===== src/hdl/dac_level_pkg.sv =====
/*
  Constants for the converter level control block: register offsets,
  control field positions, reset values and source selection codes.
  Assumes a 32-bit classic Wishbone slave with one aligned word per register.
*/
// Summary of operation
// RULE_01 - the converter is active only while control bit 7 (converter_on) is set.
// RULE_02 - the level code is 9 bits wide; left justified, high holds code 8:1 and low bit 7 holds code 0.
// RULE_03 - control bit 6 (result_format) selects right justified when one, left justified when zero.
// RULE_04 - right justified, code bit 8 is high bit 0 and code bits 7:0 are the whole low register.
// RULE_05 - a write to the high register transfers the register pair into the active level buffer.
// RULE_06 - software writes the low register before the high register.
// RULE_07 - writing the low register alone never changes the active level.
// RULE_08 - control bit 5 (pin_drive_enable) routes the converter voltage to the pin and overrides its digital driver.
// RULE_09 - while the pin carries the reference voltage, its digital read returns zero.
// RULE_10 - control bits 3:2 select the positive source: 11 fixed reference, 10 reference pin, 01 amplifier, 00 supply.
// RULE_11 - reset disables the converter, frees the pin and clears the level code and all control fields.
// RULE_12 - wake from sleep leaves the control register unchanged.
// RULE_13 - unimplemented control and left-justified low bits ignore writes and read as zero; low bits 6:0 written under right justified still read back.
package dac_level_pkg;
  localparam logic [3:0] ADDR_CONTROL = 4'h0;
  localparam logic [3:0] ADDR_LEVEL_HIGH = 4'h4;
  localparam logic [3:0] ADDR_LEVEL_LOW = 4'h8;
  localparam logic [3:0] ADDR_LEVEL_STATUS = 4'hC;
  localparam int CONVERTER_ON_BIT = 7;
  localparam int RESULT_FORMAT_BIT = 6;
  localparam int PIN_DRIVE_ENABLE_BIT = 5;
  localparam int SOURCE_LSB = 2;
  localparam int SOURCE_MSB = 3;
  localparam int CODE_WIDTH = 9;
  localparam logic [7:0] CONTROL_MASK = 8'hEC;
  localparam logic [7:0] LEFT_LOW_MASK = 8'h80;
  localparam logic [7:0] REG_RESET = 8'h00;
  localparam logic [8:0] CODE_RESET = 9'h000;
  typedef enum logic [1:0] {
    SRC_SUPPLY = 2'h0,
    SRC_AMPLIFIER = 2'h1,
    SRC_REF_PIN = 2'h2,
    SRC_FIXED_REF = 2'h3
  } source_sel_t;
endpackage


===== src/hdl/dac_level_control.sv =====
/*
  Digital control of the 9-bit level converter: control register,
  level register pair with transfer on high write, pin override.
  Assumes a classic Wishbone master on the core clock, synchronous reset.
*/
// The register addresses and the Wishbone slave port were chosen for this implementation.
`timescale 1ns/1ps
`default_nettype none
module dac_level_control
  import dac_level_pkg::*;
(
  input wire logic clk_i,
  input wire logic rst_i,
  input wire logic wb_cyc_i,
  input wire logic wb_stb_i,
  input wire logic wb_we_i,
  input wire logic [3:0] wb_adr_i,
  input wire logic [3:0] wb_sel_i,
  input wire logic [31:0] wb_dat_i,
  output logic [31:0] wb_dat_o,
  output logic wb_ack_o,
  input wire logic pin_digital_i,
  output logic converter_on_o,
  output logic pin_drive_enable_o,
  output logic pin_digital_read_o,
  output dac_level_pkg::source_sel_t positive_source_select_o,
  output logic [8:0] level_code_o
);
  logic [7:0] control_reg;
  logic [7:0] high_reg;
  logic [7:0] low_reg;
  logic [8:0] level_reg;
  logic [8:0] formed_code;
  logic bus_req;
  logic wr_strobe;
  logic [31:0] read_next;

  // write decode shared by the register and transfer processes
  function automatic logic write_hit(input logic strobe, input logic [3:0] adr, input logic [3:0] target);
    return strobe && (adr == target);
  endfunction

  // one-cycle answer; the gap drops ack for a cycle, so a held request is acked every other cycle
  assign bus_req = wb_cyc_i & wb_stb_i & ~wb_ack_o;
  assign wr_strobe = bus_req & wb_we_i & wb_sel_i[0];

  always_ff @(posedge clk_i) begin
    if (rst_i) begin
      wb_ack_o <= 1'b0;
    end else begin
      wb_ack_o <= bus_req;
    end
  end

  // control register; sleep is outside this block so only reset and control writes change it
  always_ff @(posedge clk_i) begin
    if (rst_i) begin
      control_reg <= REG_RESET; // RULE_11
    end else if (write_hit(wr_strobe, wb_adr_i, ADDR_CONTROL)) begin
      control_reg <= wb_dat_i[7:0] & CONTROL_MASK; // RULE_13 RULE_12
    end
  end

  // level register pair, low kept to its implemented bits per format
  always_ff @(posedge clk_i) begin
    if (rst_i) begin
      high_reg <= REG_RESET;
      low_reg <= REG_RESET;
    end else if (write_hit(wr_strobe, wb_adr_i, ADDR_LEVEL_HIGH)) begin
      high_reg <= wb_dat_i[7:0];
    end else if (write_hit(wr_strobe, wb_adr_i, ADDR_LEVEL_LOW)) begin
      if (control_reg[RESULT_FORMAT_BIT]) begin
        low_reg <= wb_dat_i[7:0];
      end else begin
        low_reg <= wb_dat_i[7:0] & LEFT_LOW_MASK; // RULE_13
      end
    end
  end

  dac_code_former u_former (
    .high_i(wb_dat_i[7:0]),
    .low_i(low_reg),
    .right_just_i(control_reg[RESULT_FORMAT_BIT]), // RULE_03
    .code_o(formed_code)
  );

  // transfer only on high writes; a low write waits for it
  always_ff @(posedge clk_i) begin
    if (rst_i) begin
      level_reg <= CODE_RESET; // RULE_11
    end else if (write_hit(wr_strobe, wb_adr_i, ADDR_LEVEL_HIGH)) begin
      level_reg <= formed_code; // RULE_05 RULE_07
    end
  end

  // read mux, unmapped addresses read zero but still ack
  always_comb begin
    read_next = 32'h0000_0000;
    case (wb_adr_i)
      ADDR_CONTROL: read_next[7:0] = control_reg;
      ADDR_LEVEL_HIGH: read_next[7:0] = high_reg;
      ADDR_LEVEL_LOW: read_next[7:0] = low_reg;
      ADDR_LEVEL_STATUS: read_next[8:0] = level_reg;
      default: read_next = 32'h0000_0000;
    endcase
  end

  always_ff @(posedge clk_i) begin
    if (rst_i) begin
      wb_dat_o <= 32'h0000_0000;
    end else if (bus_req && !wb_we_i) begin
      wb_dat_o <= read_next;
    end
  end

  // analog-facing outputs, registered one cycle behind the control state
  always_ff @(posedge clk_i) begin
    if (rst_i) begin
      converter_on_o <= 1'b0;
      pin_drive_enable_o <= 1'b0;
      positive_source_select_o <= SRC_SUPPLY;
      level_code_o <= CODE_RESET;
      pin_digital_read_o <= 1'b0;
    end else begin
      converter_on_o <= control_reg[CONVERTER_ON_BIT]; // RULE_01
      pin_drive_enable_o <= control_reg[PIN_DRIVE_ENABLE_BIT]; // RULE_08
      positive_source_select_o <= source_sel_t'(control_reg[SOURCE_MSB:SOURCE_LSB]); // RULE_10
      level_code_o <= level_reg;
      // the input detector is cut off while the pin carries the reference
      pin_digital_read_o <= pin_digital_i & ~control_reg[PIN_DRIVE_ENABLE_BIT]; // RULE_09
    end
  end
endmodule
`default_nettype wire


===== src/hdl/dac_code_former.sv =====
/*
  Forms the 9-bit level code from the high and low register pair
  according to the result format. Purely combinational.
  Assumes the caller registers the result at the transfer moment.
*/
`timescale 1ns/1ps
`default_nettype none
module dac_code_former
  import dac_level_pkg::*;
(
  input wire logic [7:0] high_i,
  input wire logic [7:0] low_i,
  input wire logic right_just_i,
  output logic [8:0] code_o
);
  // right justified takes high bit 0 over the whole low byte
  always_comb begin
    if (right_just_i) begin
      code_o = {high_i[0], low_i}; // RULE_04
    end else begin
      code_o = {high_i, low_i[7]}; // RULE_02
    end
  end
endmodule
`default_nettype wire


===== config.mk =====
export PLATFORM = sky130hd
export DESIGN_NAME = dac_level_control
export DESIGN_NICKNAME = d
export VERILOG_FILES = /design/src/hdl/dac_level_pkg.sv /design/src/hdl/dac_level_control.sv /design/src/hdl/dac_code_former.sv
export SDC_FILE = /design/constraint.sdc
export NUM_CORES = 1
export LEC_CHECK = 0
export BUFFER_PORTS_ARGS = -buffer_cell sky130_fd_sc_hd__buf_2
export CORE_MARGIN = 1.5
export CORE_UTILIZATION = 25
export DETAILED_ROUTE_END_ITERATION = 8
export GPL_TIMING_DRIVEN = 0
export PLACE_DENSITY = 0.54
export SKIP_CTS_REPAIR_TIMING = 1
export SLEW_MARGIN = 20
export SYNTH_ARGS = -nofsm -noshare
export SYNTH_HDL_FRONTEND = slang
export SYNTH_SLANG_ARGS = --single-unit

===== constraint.sdc =====
create_clock -name clk_i -period 1.5 [get_ports clk_i]
set_input_delay 0.15 -clock clk_i [delete_from_list [all_inputs] [get_ports clk_i]]
set_output_delay 0.15 -clock clk_i [all_outputs]
set_load 0.01 [all_outputs]

* Yosys cells after proc, flatten, opt, wreduce, memory -nomap -nowiden *
Index checks and enable logic that the tools add are counted.

cells by class
  eq/ne operators = 3
  mux-type cells = 4
  bitwise logic cells = 8
  reductions and logical operators = 7

operators with widths
  cell                  count
  $pmux W8 S4           1
  $mux W9               1
  $eq A4 B4 Y1 const B  2
  $mux W7               1
  $and A1 B1 Y1         5
  $eq A4 B3 Y1 const B  1
  $logic_and A1 B1 Y1   4
  $logic_not A4 Y1      1
  $not A1 Y1            3
  $reduce_and A2 Y1     1
  $logic_not A1 Y1      1
  $mux W1               1

storage, ports and cells
  flip-flop bits (word level) = 54
  bits of input ports = 46
  output and inout bits = 47

* Logic depth before layout (Yosys ltp) *
Gate-level depths: netlist of the first run.

  word-level depth = 7
  depth in mapped cells = 5

* Hierarchy *
From an unflattened synthesis of the first run, not the netlist that was laid out.

second synthesis, totals
  cell total of the unflattened synthesis = 251
  area total of the unflattened synthesis = 2,507.4 um^2

modules (own cells, without submodules)
  module             times used  cells an instance  area each (um^2)
  dac_level_control  1           241                2,361.0
  dac_code_former    1           10                 146.4

* Least setup slack after synthesis of the first run *
OpenSTA, ideal clock, no wires.

  path kind = register to register
  start point = register wb_ack_o
  end point = register high_reg[7]
  setup time = 0.072 ns
  arrival time = 1.178 ns
  slack = 0.250 ns
  cell stages (with the launch flop) = 6
  buffers on the path = 2
  cell sequence = dfxtp_1 > and3b_1 > buf_2 > and3_4 > buf_6 > mux2i_1

between the ends
  longest elaborated chain between the ends = 5

ends and longest elaborated chain
  item                         RTL line                 source
  start: declaration           dac_level_control.sv:21  output logic wb_ack_o,
  start signal: assignment     dac_level_control.sv:51  wb_ack_o <= bus_req;
  $not A1 Y1                   dac_level_control.sv:44  assign bus_req = wb_cyc_i & wb_stb_i & ~wb_ack_o;
  $and A1 B1 Y1                dac_level_control.sv:44
  $and A1 B1 Y1 (2 in series)  dac_level_control.sv:45  assign wr_strobe = bus_req & wb_we_i & wb_sel_i[0];
  $logic_and A1 B1 Y1          dac_level_control.sv:40  return strobe && (adr == target);
  end signal: assignment       dac_level_control.sv:70  high_reg <= wb_dat_i[7:0];
  end: declaration             dac_level_control.sv:30  logic [7:0] high_reg;

Every way passes these cells.
A chain may end at the register's enable or synchronous reset.

* Worst setup path in the final report of the first run *
  start point = register wb_ack_o
  end point = register level_reg[3]

between the ends
  longest elaborated chain between the ends = 5

ends and longest elaborated chain
  item                         RTL line                 source
  $not A1 Y1                   dac_level_control.sv:44
  $and A1 B1 Y1                dac_level_control.sv:44
  $and A1 B1 Y1 (2 in series)  dac_level_control.sv:45
  $logic_and A1 B1 Y1          dac_level_control.sv:40
  end signal: assignment       dac_level_control.sv:92  level_reg <= formed_code;
  end: declaration             dac_level_control.sv:32  logic [8:0] level_reg;

Every way passes these cells.

==> run metrics, run 1 <==
EDFF count, synth 0; share of layout cells above drive strength 1 0.327; Fillers roughly 1.1k; number of synthesized register bits between 50 and 60; end of the worst register-to-register path level_reg[3]$_SDFFE_PP0P_; diode count 0; critical path fanouts, max 10; worst slew pin tran 0.703 ns; Total Neg Setup Slack 0 ns; die area 10800 sq um; CTS sink count between 50 and 60; I/O pin cnt slightly above 90; worst hold path startpoint pin_digital_i; met1 Track Usage GR 0.165; Ys Warns 0; TritonCTS buffer count 5; Mapped Area ~2500 sq um; RSZ-0062 raised after global routing no; most frequent CP cell buf_2; grt ovf 0; Max Cap Viol 0; Tcrit/Tclk final 0.906; register-to-register setup slack 0.14 ns; fmax between 700 and 800 MHz; global-route usage over all layers 0.120; worst r2r path cells 5; first-pass GRT wire length 10200 um; gp weighted congestion 0.829; PD cells 830 nW/um^2; root buffer cell clkbuf_8; met2 Track Usage GR 0.187; Hold Path Class input port to register; commonest non-fill, non-tap cell in the layout dfxtp_1; nature of the critical path startpoint register; port bufs 39; R2R Path Start wb_ack_o$_SDFF_PP0_; Max Slew Vio Count 0; Cells after Synth roughly 250; drt via density 4.58; ordered list of cells on the worst path and3b_1, buf_2, buf_2, a31oi_1, a211oi_2; VDD IR max about 0.00038 V; Nets between 300 and 400; TritonCTS clock tree yes; leakage power ~1.3 nW; worst hold margin between 0.08 and 0.09 ns; Post-synth ARST share 0; gr busiest metal met2; die height 104 um; Worst-path clk slew 0.09 ns; vias in the first global route between 1.5k and 2k; sequential area share after synthesis 0.425; H-tree depth 2; largest net degree at the start of global routing 16; Initial Utilization 0.259; Crit-path slowest cell dfxtp_1; via count about 2.1k; Hold Fails Final Rpt 0; Slew headroom 0.531; Primary FF master, synth dfxtp_1; outcome finished, final reports clean; drt pass-1 iters 4; antenna-violating nets left 0; CORE AREA 9820 sq um; Syn-to-layout area delta 21.7%; Worst path max stage delay roughly 0.34 ns; average wire per standard cell 14.4 um; Max Clock Skew ~0.0049 ns; Worst EP required between 1.5 and 2 ns; WHS Endpoint pin_digital_read_o$_SDFF_PP0_; Tmin final 1.36 ns; most frequent cells in the layout dfxtp_1 (54), buf_2 (49), mux2i_1 (30); Routed Wire Length 6470 um; Syn Area/Cell between 10 and 15 sq um; grt met3 use 0.0244; initial antenna violation count 0; kind of critical path register to register; Final HPWL DP 4910 um; Critical Path End Type register; synth unique cells 42; final setup fails 0; Worst EP arrival around 1.6 ns; Die W 104 um; Clk Latency, worst-skew pair roughly 0.31 ns; worst hold stages 2; DR iter-0 viols 75; number of remaining DRC errors 0; Longest Clk Path Bufs 2; Cell Rows 36
==> critical path, delay by kind of cell (launching register included) <==
kind	cells	cell delay (ns)
buffers and inverters	2	0.41
AND/OR/NAND/NOR	1	0.20
AO/OA/AOI/OAI	2	0.33
flip-flops	1	0.34
==> through the flow <==
| stage | instances | area (sq um) | power, mW | setup slack (ns) | util |
|---|---|---|---|---|---|
| after floorplan | 270 | 2630 | 1.66 | 0.250 | - |
| after global placement | 442 | 2990 | 1.74 | 0.0332 | 0.304 |
| after detailed placement | 442 | 2990 | 1.74 | 0.0556 | 0.304 |
| after CTS | 450 | 3080 | 2.59 | 0.0469 | 0.314 |
| after global routing | 451 | 3100 | 2.68 | 0.0287 | 0.315 |
| final | 451 | 3100 | 2.57 | 0.140 | 0.315 |
==> power by group <==
part           switching (mW)  total (mW)  internal (mW)
Sequential            0.00256        1.44           1.44
Clock                   0.486       0.860          0.374
Combinational           0.166       0.269          0.103
Total                   0.655        2.57           1.91
==> worst max-delay path by stage <==
stage / startpoint / end / slack, ns / depth (start not counted)
2_1_floorplan: wb_ack_o$_SDFF_PP0_ / high_reg[7]$_SDFFE_PP0P_ / 0.25 / 5
3_3_place_gp: wb_adr_i[2] / wb_dat_o[5]$_SDFFE_PP0P_ / 0.03 / 5
3_5_place_dp: wb_adr_i[0] / control_reg[2]$_SDFFE_PP0P_ / 0.06 / 5
4_1_cts: wb_ack_o$_SDFF_PP0_ / wb_dat_o[7]$_SDFFE_PP0P_ / 0.05 / 4
5_1_grt: wb_ack_o$_SDFF_PP0_ / low_reg[6]$_SDFFE_PP0P_ / 0.03 / 4
6_report: wb_ack_o$_SDFF_PP0_ / level_reg[3]$_SDFFE_PP0P_ / 0.14 / 5
==> kinds of logic (layout without fill, tap and decap cells) <==
| kind of cell | after synthesis | count (layout) | synth area share |
|---|---|---|---|
| AOI/OAI and AO/OA | 57 | 57 | 0.188 |
| buffers and inverters | 57 | 105 | 0.133 |
| DFF | 54 | 54 | 0.425 |
| muxes | 31 | 31 | 0.122 |
| other | 1 | 23 | 0.00147 |
| and+or+nand+nor | 48 | 48 | 0.129 |
==> synthesized netlist by cell type, types with 2 or more instances <==
master     instances  area [sq um]
dfxtp_1           54          1080
mux2i_1           30           300
buf_4             24           180
nand2_1           17          63.8
inv_1             14          52.6
buf_2             10          50.1
nor2b_1           10          62.6
a211oi_2           9           113
a31oi_1            9          56.3
o311ai_0           8          70.1
o31ai_1            7          52.6
a32o_1             6          60.1
o22ai_1            6          37.5
clkbuf_1           4          15.0
nand3_1            4          20.0
a311oi_1           3          26.3
a31o_2             3          26.3
buf_6              3          33.8
o21ai_0            3          15.0
nand4bb_1          2          22.5
==> cell type report <==
class                           count  area (sq um)  share of cell area
Clock inverter                      1          5.00             0.00162
Inverter                           15          56.3              0.0182
Timing Repair Buffer               40           203              0.0655
Tap cell                          133           166              0.0538
Multi-Input combinational cell    159          1210               0.392
Clock buffer                        7          86.3              0.0279
Sequential cell                    54          1080               0.349
Buffer                             42           283              0.0913
==> metal layers <==
metal,routed length (um),vias to the layer above,part of all wire
li1,-,1000,-
met1,3170,992,0.49
met2,2890,63,0.45
met3,306,10,0.047
met4,116,0,0.018
met5,0,-,0
Note: power is estimated with default switching activity, not from simulation.
==> inputs of run 2 (changes only) <==
- CORE_MARGIN: 1.5 -> 3
==> run metrics, run 2 (synthesis gave the netlist of run 1 again) <==
kind of critical path register to register; Tcrit/Tclk final 0.894 (-0.0125); Longest Clk Path Bufs 2 (unchanged); final setup fails 0 (unchanged); Nets 364 (+0.28%); Place WS 0.0252 ns (-0.0304 ns); end of the worst register-to-register path low_reg[6]$_SDFFE_PP0P_; most frequent cells in the layout dfxtp_1 (54), buf_2 (49), mux2i_1 (30); first-pass GRT wire length 10600 um (+3.9%); Placed Instances 442 (unchanged); worst slew pin tran 0.665 ns (-0.0384 ns); DR iter-0 viols 55 (-27%); Cell Rows 36 (unchanged); Hold Fails Final Rpt 0 (unchanged); I/O pin cnt 93 (unchanged); worst r2r path cells 4 (-1); root buffer cell clkbuf_8; fmax 746 MHz (+1.4%); share of layout cells above drive strength 1 0.330 (+0.00314); Clk Latency, worst-skew pair 0.31 ns (about the same); Max Clock Skew 0.00310 ns (-0.00181 ns); worst path bufs/invs 1 (-1); Layout Cells excl Fill 451 (unchanged); Syn-to-layout area delta 22.8%; critical path startpoint wb_ack_o$_SDFF_PP0_; drt pass-1 iters 4 (unchanged); VDD IR max 0.000321 V (-17%); Hold Path Class input port to register; nature of the critical path startpoint register; initial antenna violation count 0 (unchanged); Final HPWL DP 4990 um (+1.7%); commonest non-fill, non-tap cell in the layout dfxtp_1; die height 107 um (+2.9%); grt ovf 0 (unchanged); CTS sink count 54 (unchanged); Routed Wire Length 6470 um (about the same); Initial Utilization 0.259 (unchanged); H-tree depth 2 (unchanged); Worst Setup Slack, final 0.159 ns (+0.0188 ns); Max Cap Viol 0 (unchanged); PD cells 867 nW/um^2 (+4.5%); Design Area, Final 3120 sq um (+0.93%); average wire per standard cell 14.3 um (about the same); gp weighted congestion 0.798 (-3.7%); largest net degree at the start of global routing 16 (unchanged); ordered list of cells on the worst path and3b_1, buf_2, nand3_1, o31ai_1; TritonCTS clock tree yes; diode count 0 (unchanged); Slew headroom 0.557 (+0.0256); Crit-path slowest cell dfxtp_1; drt via density 4.54 (-0.77%); die area 11400 sq um (+5.9%); TritonCTS buffer count 5 (unchanged); Die W 107 um (+2.9%); critical path fanouts, max 8 (-2); vias in the first global route 1983 (+2.6%); RSZ-0062 raised after global routing no; Critical Path End Type register; Fillers 1062 (-1.5%); Total Neg Setup Slack 0 ns (unchanged); Worst path max stage delay 0.34 ns (about the same); Worst-path clk slew 0.09 ns (about the same); crit path capture low_reg[6]$_SDFFE_PP0P_; CORE AREA 9820 sq um (unchanged); via count 2049 (-0.77%); Largest delay share family, worst path simple AND/OR/NAND/NOR gates; Max Slew Vio Count 0 (unchanged); Worst EP arrival 1.56 ns (-0.04 ns); global-route usage over all layers 0.117 (-0.00294); Util after Layout 0.318 (+0.00293); leakage power 1.34 nW (+1.1%); antenna-violating nets left 0 (unchanged); Tmin final 1.34 ns (-0.0188 ns); Placed Area 2990 sq um (unchanged); outcome finished, final reports clean; port bufs 39 (unchanged); WP depth 4 (-1); register-to-register setup slack 0.16 ns (+0.02 ns); R2R Path Start wb_ack_o$_SDFF_PP0_; number of remaining DRC errors 0 (unchanged); Worst EP required 1.72 ns (-0.02 ns)
==> run 2: changes by cell type in the layout (fill, tap and decap cells not counted) <==
cell / change
bufinv_16: +1
buf_4: +1
clkbuf_1: -1
clkinv_2: -1
==> run 2: routing by layer <==
layer	up-vias	routed length, um	track usage
li1	1005	-	-
met1	972	3040	0.158
met2	63	2980	0.186
met3	9	358	0.0301
met4	0	99	0.0329
met5	-	0	0
==> run 2: per-stage QoR <==
step	power, mW	hold WS, ns
2_1_floorplan	1.66	0.295
3_3_place_gp	1.74	0.427
3_5_place_dp	1.74	0.426
4_1_cts	2.74	0.0872
5_1_grt	2.82	0.0817
6_report	2.71	0.0980
==> run 2: worst min path at each step <==
stage / slack [ns] / depth (start not counted) / start / end
floorplan: 0.30 / 2 / wb_dat_i[0] / low_reg[0]$_SDFFE_PP0P_
global placement: 0.43 / 2 / pin_digital_i / pin_digital_read_o$_SDFF_PP0_
detailed placement: 0.43 / 2 / pin_digital_i / pin_digital_read_o$_SDFF_PP0_
CTS: 0.09 / 2 / pin_digital_i / pin_digital_read_o$_SDFF_PP0_
global route: 0.08 / 2 / pin_digital_i / pin_digital_read_o$_SDFF_PP0_
finish: 0.1 / 2 / pin_digital_i / pin_digital_read_o$_SDFF_PP0_
==> run 2: worst reg2reg max path, cell delays in order (launching register included) <==
cell	delay, ns
dfxtp_1	0.34
and3b_1	0.20
buf_2	0.16
nand3_1	0.27
o31ai_1	0.29
==> run 2: power by group <==
group	leakage (nW)	switching (mW)	total (mW)	internal, mW
logic	0.844	0.165	0.268	0.103
registers	0.435	0.00243	1.44	1.44
clock network	0.0573	0.468	1.00	0.535
==> run 2: final cells by class <==
cell class                 count  area, sq um  area share
inverter                      15         56.3      0.0180
tap                          133          166      0.0533
sequential                    54         1080       0.346
timing repair buffer          41          210      0.0673
buffer                        42          283      0.0905
clock buffer                   6         82.6      0.0264
multi-input combinational    159         1210       0.389
clock inverter                 1         30.0     0.00961
